<file path="src/gpiop_pkg.sv">
`default_nettype none
package gpiop_pkg;
	localparam int GPIOP_PINS = 8;
	localparam int GPIOP_AW   = 12;

	localparam logic [11:0] GPIOP_DIR      = 12'h000;
	localparam logic [11:0] GPIOP_DIRSET   = 12'h004;
	localparam logic [11:0] GPIOP_DIRCLR   = 12'h008;
	localparam logic [11:0] GPIOP_DIRTGL   = 12'h00C;
	localparam logic [11:0] GPIOP_OUT      = 12'h010;
	localparam logic [11:0] GPIOP_OUTSET   = 12'h014;
	localparam logic [11:0] GPIOP_OUTCLR   = 12'h018;
	localparam logic [11:0] GPIOP_OUTTGL   = 12'h01C;
	localparam logic [11:0] GPIOP_IN       = 12'h020;
	localparam logic [11:0] GPIOP_MASK0    = 12'h024;
	localparam logic [11:0] GPIOP_MASK1    = 12'h028;
	localparam logic [11:0] GPIOP_FLAGS    = 12'h02C;
	localparam logic [11:0] GPIOP_FLAGCLR  = 12'h030;
	localparam logic [11:0] GPIOP_INTEN    = 12'h034;
	localparam logic [11:0] GPIOP_MULTISEL = 12'h038;
	localparam logic [11:0] GPIOP_MULTICFG = 12'h03C;
	localparam logic [11:0] GPIOP_REMAP    = 12'h040;
	localparam logic [11:0] GPIOP_OUTCTL   = 12'h044;
	localparam logic [11:0] GPIOP_WAKECTL  = 12'h048;
	localparam logic [11:0] GPIOP_PINCFG0  = 12'h060;
	localparam logic [11:0] GPIOP_PINCFG7  = 12'h07C;

	// pin configuration fields
	localparam int GPIOP_SENSE_LSB = 0;
	localparam int GPIOP_DRIVE_LSB = 3;
	localparam int GPIOP_INV_BIT   = 6;
	localparam int GPIOP_SLEW_BIT  = 7;

	localparam logic [2:0] GPIOP_SN_BOTH = 3'h0;
	localparam logic [2:0] GPIOP_SN_RISE = 3'h1;
	localparam logic [2:0] GPIOP_SN_FALL = 3'h2;
	localparam logic [2:0] GPIOP_SN_LOW  = 3'h3;

	localparam logic [2:0] GPIOP_DR_TOTEM  = 3'h0;
	localparam logic [2:0] GPIOP_DR_KEEP   = 3'h1;
	localparam logic [2:0] GPIOP_DR_PULLDN = 3'h2;
	localparam logic [2:0] GPIOP_DR_PULLUP = 3'h3;
	localparam logic [2:0] GPIOP_DR_WOR    = 3'h4;
	localparam logic [2:0] GPIOP_DR_WAND   = 3'h5;
	localparam logic [2:0] GPIOP_DR_WOR_PD = 3'h6;
	localparam logic [2:0] GPIOP_DR_WAND_PU = 3'h7;

	// output control fields and fixed pins
	localparam int GPIOP_CLKOUT_BIT = 0;
	localparam int GPIOP_RTCOUT_BIT = 1;
	localparam int GPIOP_EVOUT_BIT  = 2;
	localparam int GPIOP_EVSEL_LSB  = 3;
	localparam int GPIOP_CLK_PIN    = 7;
	localparam int GPIOP_RTC_PIN    = 6;
	localparam int GPIOP_EV_PIN     = 5;

	// remap groups: timer, serial, spi lanes; remap swaps nibbles
	localparam logic [2:0][7:0] GPIOP_GRP = {8'hF0, 8'h0C, 8'h03};

	localparam logic [7:0] GPIOP_CFG_RST = 8'h00;
endpackage
`default_nettype wire

</file>
<file path="src/gpiop_port.sv">
`timescale 1ns/1ps
`default_nettype none
module gpiop_port
	import gpiop_pkg::*;
(
	input  wire logic        pclk,
	input  wire logic        presetn,
	input  wire logic [11:0] paddr,
	input  wire logic        psel,
	input  wire logic        penable,
	input  wire logic        pwrite,
	input  wire logic [31:0] pwdata,
	output logic             pready,
	output logic      [31:0] prdata,
	output logic             pslverr,
	input  wire logic [7:0]  pin_i,
	output logic      [7:0]  pin_o,
	output logic      [7:0]  pin_oe,
	output logic      [7:0]  pin_pu,
	output logic      [7:0]  pin_pd,
	output logic      [7:0]  pin_slew,
	input  wire logic [7:0]  alt_out,
	input  wire logic [7:0]  alt_oe,
	output logic      [7:0]  alt_in,
	input  wire logic        rtc_clk,
	input  wire logic [7:0]  ev_ch,
	output logic      [7:0]  pin_ev,
	output logic      [1:0]  port_int,
	output logic             irq,
	output logic             wake
);

	typedef struct packed {
		logic [7:0]      dir;
		logic [7:0]      out;
		logic [7:0]      mask0;
		logic [7:0]      mask1;
		logic [1:0]      flags;
		logic [1:0]      inten;
		logic [7:0]      multisel;
		logic [7:0][7:0] cfg;
		logic [2:0]      remap;
		logic [5:0]      outctl;
		logic            wake_en;
		logic [7:0]      sync1;
		logic [7:0]      sync2;
		logic [7:0]      prev;
		logic [7:0]      keeper;
		logic            rtc1;
		logic            rtc2;
		logic            clkdiv;
		logic            pready;
		logic [7:0]      prdata;
		logic            pslverr;
		logic [7:0]      pin_o;
		logic [7:0]      pin_oe;
		logic [7:0]      pin_pu;
		logic [7:0]      pin_pd;
		logic [7:0]      pin_slew;
		logic [7:0]      alt_in;
		logic [7:0]      pin_ev;
		logic [1:0]      port_int;
		logic            irq;
		logic            wake;
	} gpiop_state_s;

	gpiop_state_s s_q;
	gpiop_state_s s_d;

	////////////////////////////////////////////////////////////////////////
	function automatic logic [7:0] gpiop_rmw(input logic [7:0] cur,
		input logic [7:0] wd, input logic [1:0] op);
		unique case (op)
			2'h0:    gpiop_rmw = wd;
			2'h1:    gpiop_rmw = cur | wd;
			2'h2:    gpiop_rmw = cur & ~wd;
			default: gpiop_rmw = cur ^ wd;
		endcase
	endfunction

	function automatic logic [7:0] gpiop_rot(input logic [7:0] v);
		gpiop_rot = {v[3:0], v[7:4]};
	endfunction

	// back=0: peripheral lanes to pins; back=1: pins to peripheral lanes
	function automatic logic [7:0] gpiop_map(input logic [7:0] v,
		input logic [2:0] r, input logic back);
		logic [7:0] res;
		res = v;
		for (int g = 0; g < 3; g++) begin
			if (r[g]) begin
				if (back)
					res = (res & ~GPIOP_GRP[g]) | (gpiop_rot(v) & GPIOP_GRP[g]);
				else
					res = (res & ~GPIOP_GRP[g]) | gpiop_rot(v & GPIOP_GRP[g]);
			end
		end
		gpiop_map = res;
	endfunction

	////////////////////////////////////////////////////////////////////////
	logic       wr_en;
	logic       setup;
	logic [7:0] wd;
	logic [7:0] inv_v;
	logic [7:0] lv;
	logic [7:0] det;
	logic [7:0] a_o;
	logic [7:0] a_oe;
	logic       hit;
	logic [2:0] dm;
	logic       drv;
	logic       v;

	always_comb begin
		s_d    = s_q;
		wr_en  = psel & penable & s_q.pready & pwrite;
		setup  = psel & ~penable;
		wd     = pwdata[7:0];
		inv_v  = '0;
		det    = '0;
		hit    = 1'b1;
		dm     = GPIOP_DR_TOTEM;
		drv    = 1'b0;
		v      = 1'b0;

		// bus: one wait-free access phase
		s_d.pready  = setup;
		s_d.pslverr = 1'b0;
		if (setup) begin
			s_d.prdata = 8'h00;
			unique case (paddr)
				GPIOP_DIR:      s_d.prdata = s_q.dir;
				GPIOP_OUT:      s_d.prdata = s_q.out;
				GPIOP_IN:       s_d.prdata = s_q.sync2;
				GPIOP_MASK0:    s_d.prdata = s_q.mask0;
				GPIOP_MASK1:    s_d.prdata = s_q.mask1;
				GPIOP_FLAGS:    s_d.prdata = {6'h00, s_q.flags};
				GPIOP_INTEN:    s_d.prdata = {6'h00, s_q.inten};
				GPIOP_MULTISEL: s_d.prdata = s_q.multisel;
				GPIOP_REMAP:    s_d.prdata = {5'h00, s_q.remap};
				GPIOP_OUTCTL:   s_d.prdata = {2'h0, s_q.outctl};
				GPIOP_WAKECTL:  s_d.prdata = {7'h00, s_q.wake_en};
				GPIOP_DIRSET, GPIOP_DIRCLR, GPIOP_DIRTGL, GPIOP_OUTSET,
				GPIOP_OUTCLR, GPIOP_OUTTGL, GPIOP_FLAGCLR,
				GPIOP_MULTICFG: s_d.prdata = 8'h00;
				default: begin
					if (paddr >= GPIOP_PINCFG0 && paddr <= GPIOP_PINCFG7 &&
						paddr[1:0] == 2'h0)
						s_d.prdata = s_q.cfg[paddr[4:2]];
					else
						hit = 1'b0;
				end
			endcase
			s_d.pslverr = ~hit;
		end

		// register writes, one word per register, low byte used
		if (wr_en) begin
			unique case (paddr)
				GPIOP_DIR, GPIOP_DIRSET, GPIOP_DIRCLR, GPIOP_DIRTGL:
					s_d.dir = gpiop_rmw(s_q.dir, wd, paddr[3:2]);
				GPIOP_OUT, GPIOP_OUTSET, GPIOP_OUTCLR, GPIOP_OUTTGL:
					s_d.out = gpiop_rmw(s_q.out, wd, paddr[3:2]);
				GPIOP_MASK0:    s_d.mask0 = wd;
				GPIOP_MASK1:    s_d.mask1 = wd;
				GPIOP_INTEN:    s_d.inten = wd[1:0];
				GPIOP_MULTISEL: s_d.multisel = wd;
				GPIOP_REMAP:    s_d.remap = wd[2:0];
				GPIOP_OUTCTL:   s_d.outctl = wd[5:0];
				GPIOP_WAKECTL:  s_d.wake_en = wd[0];
				default: ;
			endcase
			for (int i = 0; i < GPIOP_PINS; i++) begin
				if (paddr == GPIOP_PINCFG0 + 12'(4 * i) ||
					(paddr == GPIOP_MULTICFG && s_q.multisel[i]))
					s_d.cfg[i] = wd;
			end
		end

		// input path: sync, invert, sense
		s_d.sync1 = pin_i;
		s_d.sync2 = s_q.sync1;
		s_d.rtc1  = rtc_clk;
		s_d.rtc2  = s_q.rtc1;
		for (int i = 0; i < GPIOP_PINS; i++)
			inv_v[i] = s_q.cfg[i][GPIOP_INV_BIT];
		lv = s_q.sync2 ^ inv_v;
		s_d.prev = lv;
		for (int i = 0; i < GPIOP_PINS; i++) begin
			unique case (s_q.cfg[i][GPIOP_SENSE_LSB +: 3])
				GPIOP_SN_BOTH: det[i] = lv[i] ^ s_q.prev[i];
				GPIOP_SN_RISE: det[i] = lv[i] & ~s_q.prev[i];
				GPIOP_SN_FALL: det[i] = ~lv[i] & s_q.prev[i];
				GPIOP_SN_LOW:  det[i] = ~lv[i];
				default:       det[i] = 1'b0;
			endcase
		end
		s_d.pin_ev = det;
		s_d.wake = s_q.wake_en & (|(det & (s_q.mask0 | s_q.mask1)));

		// sticky flags, set wins over clear
		s_d.flags[0] = (|(det & s_q.mask0)) |
			(s_q.flags[0] & ~(wr_en && paddr == GPIOP_FLAGCLR && wd[0]));
		s_d.flags[1] = (|(det & s_q.mask1)) |
			(s_q.flags[1] & ~(wr_en && paddr == GPIOP_FLAGCLR && wd[1]));
		s_d.port_int = s_q.flags & s_q.inten;
		s_d.irq = |(s_q.flags & s_q.inten);

		// output path
		a_o  = gpiop_map(alt_out, s_q.remap, 1'b0);
		a_oe = gpiop_map(alt_oe, s_q.remap, 1'b0);
		s_d.alt_in = gpiop_map(lv, s_q.remap, 1'b1);
		s_d.keeper = s_q.sync2;
		s_d.clkdiv = ~s_q.clkdiv;
		for (int i = 0; i < GPIOP_PINS; i++) begin
			dm  = s_q.cfg[i][GPIOP_DRIVE_LSB +: 3];
			drv = s_q.dir[i] | a_oe[i];
			v   = (a_oe[i] ? a_o[i] : s_q.out[i]) ^ inv_v[i];
			s_d.pin_slew[i] = s_q.cfg[i][GPIOP_SLEW_BIT];
			s_d.pin_pu[i] = 1'b0;
			s_d.pin_pd[i] = 1'b0;
			s_d.pin_o[i]  = v;
			s_d.pin_oe[i] = drv;
			unique case (dm)
				GPIOP_DR_KEEP: begin
					s_d.pin_pu[i] = ~drv & s_q.keeper[i];
					s_d.pin_pd[i] = ~drv & ~s_q.keeper[i];
				end
				GPIOP_DR_PULLDN: s_d.pin_pd[i] = ~drv;
				GPIOP_DR_PULLUP: s_d.pin_pu[i] = ~drv;
				GPIOP_DR_WOR, GPIOP_DR_WOR_PD: begin
					s_d.pin_o[i]  = 1'b1;
					s_d.pin_oe[i] = drv & v;
					s_d.pin_pd[i] = (dm == GPIOP_DR_WOR_PD);
				end
				GPIOP_DR_WAND, GPIOP_DR_WAND_PU: begin
					s_d.pin_o[i]  = 1'b0;
					s_d.pin_oe[i] = drv & ~v;
					s_d.pin_pu[i] = (dm == GPIOP_DR_WAND_PU);
				end
				default: ;
			endcase
		end
		if (s_q.outctl[GPIOP_CLKOUT_BIT]) begin
			s_d.pin_o[GPIOP_CLK_PIN]  = s_q.clkdiv;
			s_d.pin_oe[GPIOP_CLK_PIN] = 1'b1;
		end
		if (s_q.outctl[GPIOP_RTCOUT_BIT]) begin
			s_d.pin_o[GPIOP_RTC_PIN]  = s_q.rtc2;
			s_d.pin_oe[GPIOP_RTC_PIN] = 1'b1;
		end
		if (s_q.outctl[GPIOP_EVOUT_BIT]) begin
			s_d.pin_o[GPIOP_EV_PIN]  = ev_ch[s_q.outctl[GPIOP_EVSEL_LSB +: 3]];
			s_d.pin_oe[GPIOP_EV_PIN] = 1'b1;
		end
	end

	always_ff @(posedge pclk or negedge presetn) begin
		if (!presetn) begin
			s_q     <= '0;
			s_q.cfg <= {GPIOP_PINS{GPIOP_CFG_RST}};
		end else begin
			s_q <= s_d;
		end
	end

	assign pready   = s_q.pready;
	assign prdata   = {24'h000000, s_q.prdata};
	assign pslverr  = s_q.pslverr;
	assign pin_o    = s_q.pin_o;
	assign pin_oe   = s_q.pin_oe;
	assign pin_pu   = s_q.pin_pu;
	assign pin_pd   = s_q.pin_pd;
	assign pin_slew = s_q.pin_slew;
	assign alt_in   = s_q.alt_in;
	assign pin_ev   = s_q.pin_ev;
	assign port_int = s_q.port_int;
	assign irq      = s_q.irq;
	assign wake     = s_q.wake;
endmodule // gpiop_port
`default_nettype wire

</file>
<file path="config.mk">
export PLATFORM = sky130hd
export DESIGN_NAME = gpiop_port
export DESIGN_NICKNAME = d
export VERILOG_FILES = /design/src/gpiop_pkg.sv /design/src/gpiop_port.sv
export SDC_FILE = /design/constraint.sdc
export NUM_CORES = 1
export LEC_CHECK = 0
export BUFFER_PORTS_ARGS = -buffer_cell sky130_fd_sc_hd__buf_2
export CORE_MARGIN = 1
export CORE_UTILIZATION = 60
export CTS_BUF_LIST = sky130_fd_sc_hd__clkbuf_16
export CTS_CLUSTER_DIAMETER = 200
export DETAILED_ROUTE_END_ITERATION = 12
export PLACE_DENSITY = 0.85
export SLEW_MARGIN = 40
export SYNTH_ARGS = -nofsm -noshare
export SYNTH_HDL_FRONTEND = slang
export SYNTH_SLANG_ARGS = --single-unit
export TNS_END_PERCENT = 5
</file>
<file path="constraint.sdc">
create_clock -name pclk -period 5 [get_ports pclk]
set_input_delay 0.5 -clock pclk [delete_from_list [all_inputs] [get_ports pclk]]
set_output_delay 0.5 -clock pclk [all_outputs]
set_load 0.005 [all_outputs]
</file>
-- Word-level counts from Yosys, hierarchy flattened
Cells that the tools add are included.
- equality and inequality tests: 108
- muxes and demuxes: 75
- $lt $le $gt $ge: 4
- reductions and logical operators: 73
- bitwise operators: 148
- operators by type and width (cell ; count):
    $eq 12x7->1 const B ; 11
    $eq 12x6->1 const B ; 8
    $eq 3x2->1 const B ; 32
    $eq 3x3->1 const B ; 32
    $pmux 8 s12 ; 1
    $mux 8 ; 11
    $and 1x1->1 ; 55
    $eq 12x5->1 const B ; 4
    $eq 3x1->1 const B ; 16
    $pmux 1 s3 ; 16
    $pmux 8 s3 ; 2
    $not 1->1 ; 45
    $and 8x8->8 ; 5
    $or 8x8->8 ; 5
    $reduce_and 2->1 ; 17
    $reduce_or 2->1 ; 17
    $pmux 1 s2 ; 16
    $pmux 1 s4 ; 8
    $reduce_or 8->1 ; 4
    $bmux 8 s3 ; 1
    $eq 12x4->1 const B ; 2
    $logic_not 3->1 ; 8
    $xor 8x8->8 ; 3
    $mux 1 ; 19
    22 further kinds ; 70
- flip-flop bits (word level): 223
- input bits: 82
- logic and storage cells: 446
- output and inout bits: 94

-- Logic depth before layout (Yosys ltp)
Gate-level depths: netlist of run 1.
- word-level depth: 12
- mapped depth: 9
- gate-level depth less buffers: 8

-- Worst setup path before layout of run 1
OpenSTA, ideal clock, no wires.
- path kind: input-to-reg
- start: in paddr[3]
- end: reg s_q (netlist bit inv_v[5])
- path buffers: 1
- stages on the path: 6
- setup time: 125 ps
- data arrival time: 2063 ps
- slack: 2813 ps
- required time: 4875 ps
- cells stage by stage: buf_2 > or4b_1 > nor2_2 > a22oi_1 > nor2_4 > mux2_2
- word-level cells in the longest chain between the ends: 4
- RTL lines (item ; line ; source):
    start, declared ; gpiop_port.sv:8 ; input wire logic [11:0] paddr,
    $eq 12x6->1 ; gpiop_port.sv:176 ; (paddr == GPIOP_MULTICFG && s_q.multisel[i]))
    $logic_and 1x1->1 ; gpiop_port.sv:176 ;
    $logic_or 1x1->1 * ; gpiop_port.sv:175 ; if (paddr == GPIOP_PINCFG0 + 12'(4 * i) ||
    $reduce_and 2->1 (no source line) * ; - ;
    end, declared ; gpiop_port.sv:67 ; gpiop_state_s s_q;
Every way passes the cells marked *; elsewhere a longest branch is shown, timed or not.
A chain may end at the register's enable or synchronous reset.

==> impl_metrics.env, run 1 <==
export IMPL_syn_to_final_growth_pct=8.91
export IMPL_ios=176
export IMPL_num_fill_cells=1497
export IMPL_wl_per_cell_um=22.9
export IMPL_seqPwrFrac_pct=47.7
export IMPL_cp_arrival_ns=3.22
export IMPL_layout_commonest_cell="dfrtp_1"
export IMPL_period_needed_ns=2.89
export IMPL_path_cells="xnor2_1, inv_1, ha_1, nor2_1, a211oi_1, a211oi_1, a2111oi_1, a41oi_1"
export IMPL_rows=52
export IMPL_synth_seq_cells=223
export IMPL_netlist_area_sq_um=12300
export IMPL_layout_drive_gt1_share_pct=27.5
export IMPL_postLayoutCoreUtil_pct=66.4
export IMPL_nets=1277
export IMPL_cts_sinks=223
export IMPL_clockBufferDepth=3
export IMPL_setup_violations=0
export IMPL_async_flop_share_pct=100
export IMPL_crit_top_cell="a211oi_1"
export IMPL_start_kind="register"
export IMPL_post_cts_buffers=0
export IMPL_hpwlAfterDp_um=23100
export IMPL_hold_path_class="input pin to register"
export IMPL_path_class="register to register"
export IMPL_cts_clk_slew_worst_paths_ns=0.06
export IMPL_syn_inst=1093
export IMPL_regArea_sq_um=5580
export IMPL_timing_final_crit_share_pct=57.9
export IMPL_slew_headroom_pct=46.9
export IMPL_grt_overflow=0
export IMPL_grt_max_degree=113
export IMPL_p_leak_nw=6.28
export IMPL_ant_nets=0
export IMPL_final_cell_mix="dfrtp_1, buf_2, mux2_2"
export IMPL_grt_pass1_wl_um=50500
export IMPL_first_iter_violations=907
export IMPL_p_int_w=0.00297
export IMPL_die_h_um=145
export IMPL_peakVddDrop_mv=0.242
export IMPL_antenna_found_initial=1
export IMPL_worstSetupEndpointType="register"
export IMPL_pwr_share_clk_pct=45.0
export IMPL_finalClockSkew_ns=0.0196
export IMPL_core_area_sq_um=20200
export IMPL_ys_types=75
export IMPL_maxCapViolCount=0
export IMPL_synth_area_per_cell_sq_um=11.3
export IMPL_io_buffer_count=127
export IMPL_rsz0062_at_grt="false"
export IMPL_hold_viol=0
export IMPL_worst_pin_slew_ns=0.794
export IMPL_synth_edf_count=0
export IMPL_post_drt_via_cell_ratio=6.18
export IMPL_dr_total_vias=8853
export IMPL_worstPathMaxFanout=5
export IMPL_first_pass_iters=6
export IMPL_tns_ns=0
export IMPL_fp_dieArea_sq_um=21100
export IMPL_fmax_mhz=346
export IMPL_grt_usage_pct=31.7
export IMPL_finalHoldWorstSlack_ns=0.0822
export IMPL_ys_warnings_count=0
export IMPL_clockRootBuffer="clkbuf_16"
export IMPL_crit_slowest_cell="a2111oi_1"
export IMPL_gp_congestion=0.943
export IMPL_die_x_um=145
export IMPL_slew_viol_final=0
export IMPL_seq_area_frac_synth_pct=45.3
export IMPL_p_switching_w=0.000909
export IMPL_start_util_pct=61.0
export IMPL_clock_latency_ns=0.52
export IMPL_drc=0
export IMPL_p_per_area_nw_per_um2=289
export IMPL_grt_pass1_vias=8658
export IMPL_p_sw_share_pct=23.4
export IMPL_worstPathRequired_ns=5.33
export IMPL_max_stage_delay_ns=0.67
export IMPL_cts_resized_gates=0
export IMPL_combPwrFrac_pct=7.4
export IMPL_cts_tree="done"
export IMPL_status="completed"
export IMPL_cts_buffers=23
export IMPL_multi_input_area_sq_um=5690
export IMPL_drt_total_wl_um=32800
export IMPL_yosys_most_used_dff="dfrtp_1"
export IMPL_h_tree_depth=1
-- power by group through the flow --
stage / combinational, W / sequential, W / clock (W)
6_report: 0.000285 / 0.00185 / 0.00174
5_1_grt: 0.000312 / 0.00185 / 0.00184
4_1_cts: 0.000283 / 0.00185 / 0.00177
3_5_place_dp: 0.000280 / 0.00188 / 0
3_3_place_gp: 0.000270 / 0.00188 / 0
2_1_floorplan: 0.000176 / 0.00188 / 0
-- worst max-delay path, delay by kind of cell, from the launching register on --
family	cells	cell delay, ns
AOI/OAI and AO/OA	4	1.31
xor gates and xnor gates	1	0.50
adders and majority gates	1	0.30
buffers and inverters	1	0.11
DFF	1	0.44
and+or+nand+nor	1	0.04
-- timing repair --
item / 4_1_cts / 5_1_grt
hold buffers: 1 / 0
endpoints found under the setup margin: 0 / 0
hold endpoints to repair: 37 / 0
-- kinds of logic (layout without fill, tap and decap cells) --
kind of cell,count (synthesis),after routing,share of synthesized area (%)
simple gates,257,257,12.0
mux,147,147,15.4
flops,223,223,45.3
buf+inv,199,245,9.20
xor+xnor,24,24,2.62
compound gates,194,194,10.4
fa+ha+maj,48,48,4.88
other cells,1,25,0.0305
-- per-stage QoR --
stage	worst slack [ns]	cell area (sq um)	power, W	instances
final	2.11	13400	0.00388	1433
after global routing	2.02	13400	0.00400	1433
after CTS	2.11	13400	0.00390	1430
after detailed placement	1.99	12600	0.00216	1389
after global placement	2.03	12600	0.00215	1388
after floorplan	2.81	12400	0.00205	1116
-- cell usage after synthesis, types with 5 or more instances --
library cell,number,area (sq um)
mux4_2,25,563
o221ai_1,5,43.8
ha_1,48,601
inv_2,6,22.5
o21a_1,6,45.0
nand2_1,62,233
nor3_1,19,95.1
mux2i_1,41,410
nor4b_1,22,193
a221oi_1,5,43.8
a22o_1,5,43.8
nor2_1,63,236
inv_1,55,206
a21oi_1,47,235
nor2_4,5,56.3
xor2_1,12,105
dfrtp_1,223,5580
xor3_1,5,119
buf_2,19,95.1
xor2_2,5,81.3
buf_4,96,721
mux2_2,80,901
a211oi_1,13,97.6
nor2b_1,14,87.6
or4_1,5,37.5
nand3_1,6,30.0
a22oi_1,22,165
o21ai_0,58,290
nand2b_1,21,131
clkbuf_1,19,71.3
-- final timing paths --
path,start,end,slack [ns],cells after the start
setup / recovery,inv_v[1]$_DFFE_PN0P_,wake$_DFF_PN0_,2.11,8
hold / removal,pin_i[2],s_d[91]$_DFF_PN0_,0.08,1
setup reg to reg,inv_v[1]$_DFFE_PN0P_,wake$_DFF_PN0_,2.11,8
hold reg to reg,s_d[89]$_DFF_PN0_,s_d[73]$_DFF_PN0_,0.34,0
max in group asynchronous,presetn,pin_pu[3]$_DFF_PN0_,3.64,3
min in group asynchronous,presetn,pin_slew[7]$_DFF_PN0_,0.47,2
-- area by class of cell --
| cell class | instances | area share [%] |
|---|---|---|
| clock inverter | 17 | 1.34 |
| timing repair buffer | 141 | 5.92 |
| antenna | 1 | 0.0187 |
| sequential | 223 | 41.6 |
| clock buffer | 23 | 4.29 |
| tap | 270 | 2.52 |
| multi-input combinational | 694 | 42.5 |
| inverter | 64 | 1.79 |
-- routing by layer --
| metal | routed length [um] | global-route usage (%) |
|---|---|---|
| met1 | 13000 | 42.8 |
| met2 | 15300 | 49.5 |
| met4 | 1520 | 14.9 |
| met3 | 2940 | 6.51 |
| met5 | 0 | 0 |
-- state kept, by name, indices dropped and copies added, names as in the netlist, 2 cells and up --
register  flops
alt_in        8
dm            3
inv_v         8
pin_ev        8
pin_o         8
pin_oe        8
pin_pd        8
pin_pu        8
pin_slew      8
port_int      2
prdata        8
s_d          25
s_q         117
Power figures use the tool's default switching activity.
==> run 2: changes to the inputs <==
Settings changed: ABC_AREA set to 1, CORE_UTILIZATION 60 to 58, PLACE_DENSITY 0.85 to 0.83.
Clock period 5 ns to 3 ns, I/O delays scaled along.
==> run 2 against run 1 <==
Synthesized cell count grew 43%; maximum frequency grew 19%; sequential power grew 66%; sequential share of layout area shrank 0.30 points; first-iteration DRC count grew 31%; cell area grew 0.72%; routed wire length grew 11%; die area grew 3.5%; power grew 68%; final cell count grew 33%; core utilization shrank 0.79 points; flip-flop and latch count is the same; largest cell class is now sequential cells; largest power group unchanged; highest routed layer unchanged.
==> impl_metrics.env, run 2 <==
export IMPL_fp_dieArea_sq_um=21800
export IMPL_synth_largest_area_cell="dfrtp_1"
export IMPL_yosys_most_used_dff="dfrtp_1"
export IMPL_final_cell_mix="nand2_1, dfrtp_1, inv_1"
export IMPL_layout_drive_gt1_share_pct=14.4
export IMPL_slew_viol_final=0
export IMPL_start_util_pct=59.9
export IMPL_clockRootBuffer="clkbuf_16"
export IMPL_postLayoutCoreUtil_pct=65.7
export IMPL_die_x_um=148
export IMPL_cts_clk_slew_worst_paths_ns=0.07
export IMPL_design_area_sq_um=13500
export IMPL_setup_violations=0
export IMPL_syn_inst=1558
export IMPL_seqPwrFrac_pct=47.2
export IMPL_synth_seq_cells=223
export IMPL_path_delay_family="simple AND/OR/NAND/NOR gates"
export IMPL_status="completed"
export IMPL_nets=1757
export IMPL_grt_pass1_wl_um=56500
export IMPL_drt_total_wl_um=36300
export IMPL_gp_congestion=0.991
export IMPL_slew_headroom_pct=45.0
export IMPL_maxCapViolCount=0
export IMPL_seq_area_frac_synth_pct=45.3
export IMPL_worstPathMaxFanout=5
export IMPL_hpwlAfterDp_um=26300
export IMPL_p_sw_share_pct=26.0
export IMPL_syn_to_final_growth_pct=9.56
export IMPL_num_fill_cells=1702
export IMPL_multi_input_area_sq_um=5360
export IMPL_antenna_found_initial=0
export IMPL_p_per_area_nw_per_um2=484
export IMPL_regArea_sq_um=5580
export IMPL_grt_pass1_vias=10400
export IMPL_ios=176
export IMPL_synth_area_leaders="dfrtp_1, nand2_1, buf_4, ha_1, o21ai_1"
export IMPL_first_iter_violations=1189
export IMPL_min_delay_path_depth=3
export IMPL_rows=52
export IMPL_period_needed_ns=2.43
export IMPL_p_switching_w=0.00170
export IMPL_clockBufferDepth=3
export IMPL_peakVddDrop_mv=0.353
export IMPL_path_cells="xor2_1, inv_1, ha_1, nand2_1, o21ai_0, nor2_1, nor2_1, nand2_1, inv_1, nand2_1, o21ai_0, nor2_1, nand3_1"
export IMPL_regMostFlops="s_q"
export IMPL_r2r_cells=13
export IMPL_cp_arrival_ns=2.83
export IMPL_ant_nets=0
export IMPL_hold_viol=0
export IMPL_rsz0062_at_grt="false"
export IMPL_ys_warnings_count=0
export IMPL_post_drt_via_cell_ratio=5.73
export IMPL_start_kind="register"
export IMPL_pwr_share_clk_pct=44.5
export IMPL_drc=0
export IMPL_h_tree_depth=1
export IMPL_netlist_area_sq_um=12300
export IMPL_antenna_cells=0
export IMPL_combPwrFrac_pct=8.3
export IMPL_ys_types=43
export IMPL_fmax_mhz=411
export IMPL_dpl_instance_area_sq_um=12600
export IMPL_worstPathRequired_ns=3.39
export IMPL_crit_slowest_cell="xor2_1"
export IMPL_grt_max_degree=95
export IMPL_worst_pin_slew_ns=0.825
export IMPL_synth_edf_count=0
export IMPL_dr_total_vias=11000
export IMPL_hold_path_class="input pin to register"
export IMPL_io_buffer_count=127
export IMPL_max_stage_delay_ns=0.51
export IMPL_grt_overflow=0
export IMPL_core_area_sq_um=20600
export IMPL_grt_usage_pct=34.0
export IMPL_synth_area_per_cell_sq_um=7.91
export IMPL_die_h_um=148
export IMPL_layout_commonest_cell="nand2_1"
export IMPL_cts_sinks=223
export IMPL_path_buf_inv=2
export IMPL_tns_ns=0
export IMPL_cp_depth=13
export IMPL_timing_final_crit_share_pct=81.1
export IMPL_clock_latency_ns=0.53
export IMPL_largest_register_ff_count=117
export IMPL_async_flop_share_pct=100
export IMPL_p_int_w=0.00483
export IMPL_cts_buffers=24
export IMPL_worstSetupEndpointType="register"
export IMPL_path_class="register to register"
export IMPL_synth_top_cells_by_count="nand2_1, dfrtp_1, inv_1"
export IMPL_cts_resized_gates=0
export IMPL_finalClockSkew_ns=0.0175
export IMPL_synth_top_cell_area_share_pct=45.3
export IMPL_wl_per_cell_um=19.0
export IMPL_p_leak_nw=6.84
export IMPL_cts_tree="done"
export IMPL_yosysMostFrequentCell="nand2_1"
export IMPL_first_pass_iters=6
run 2: cell type report:
| cell class | count | share of cell area [%] |
|---|---|---|
| Multi-Input combinational cell | 1076 | 39.7 |
| Inverter | 148 | 4.12 |
| Tap cell | 270 | 2.50 |
| Sequential cell | 223 | 41.3 |
| Clock inverter | 17 | 1.04 |
| Clock buffer | 25 | 4.63 |
| Timing Repair Buffer | 154 | 6.66 |
run 2: path summary, 6_finish.rpt:
path / startpoint / endpoint / slack (ns)
max reg2reg: inv_v[6]$_DFFE_PN0P_ / s_q[190]$_DFF_PN0_ / 0.57
max: inv_v[6]$_DFFE_PN0P_ / s_q[190]$_DFF_PN0_ / 0.57
max in group asynchronous: presetn / s_q[195]$_DFFE_PN0P_ / 1.84
min: pwdata[0] / s_q[105]$_DFFE_PN0P_ / 0.06
min in group asynchronous: presetn / pin_pd[2]$_DFF_PN0_ / 0.40
min reg2reg: s_d[90]$_DFF_PN0_ / s_d[74]$_DFF_PN0_ / 0.35
run 2: stage by stage:
step | cells | hold slack, ns | setup slack (ns) | total power, W
4_1_cts | 1913 | 0.0655 | 0.681 | 0.00653
3_5_place_dp | 1861 | 0.335 | 0.675 | 0.00365
3_3_place_gp | 1861 | 0.333 | 0.702 | 0.00364
5_1_grt | 1913 | 0.0945 | 0.440 | 0.00672
6_report | 1913 | 0.0646 | 0.567 | 0.00653
2_1_floorplan | 1581 | 0.00441 | 1.26 | 0.00344
run 2: cell families (layout without fill, tap and decap cells):
group	count (synthesis)	after routing	share of synthesized area, %
AOI/OAI and AO/OA	274	274	12.5
and+or+nand+nor	710	710	24.0
adders and majority gates	48	48	4.87
other	1	24	0.0304
xor gates and xnor gates	20	20	1.42
buffers and inverters	282	344	11.9
DFF	223	223	45.3
run 2: worst min-delay path, stage by stage:
cell and delay, ns:
buf_2 0.14, nand2_1 0.06, o21ai_0 0.06
run 2: power by group through the flow:
stage	Combinational, W	Clock (W)	Sequential (W)
floorplan	0.000306	0	0.00313
global placement	0.000500	0	0.00314
detailed placement	0.000511	0	0.00314
CTS	0.000527	0.00292	0.00308
global route	0.000591	0.00304	0.00309
finish	0.000539	0.00291	0.00308
run 2: layer usage:
layer	vias to the layer above	GRT usage, %	wire length [um]
met5	-	0	0
met4	0	15.4	1730
li1	5043	-	-
met1	5124	46.0	14300
met2	664	53.9	16500
met3	127	5.83	3810
run 2: timing repair:
action	CTS	global route
setup buffers	0	0
endpoints found under the hold margin	99	0
hold buffers	10	0
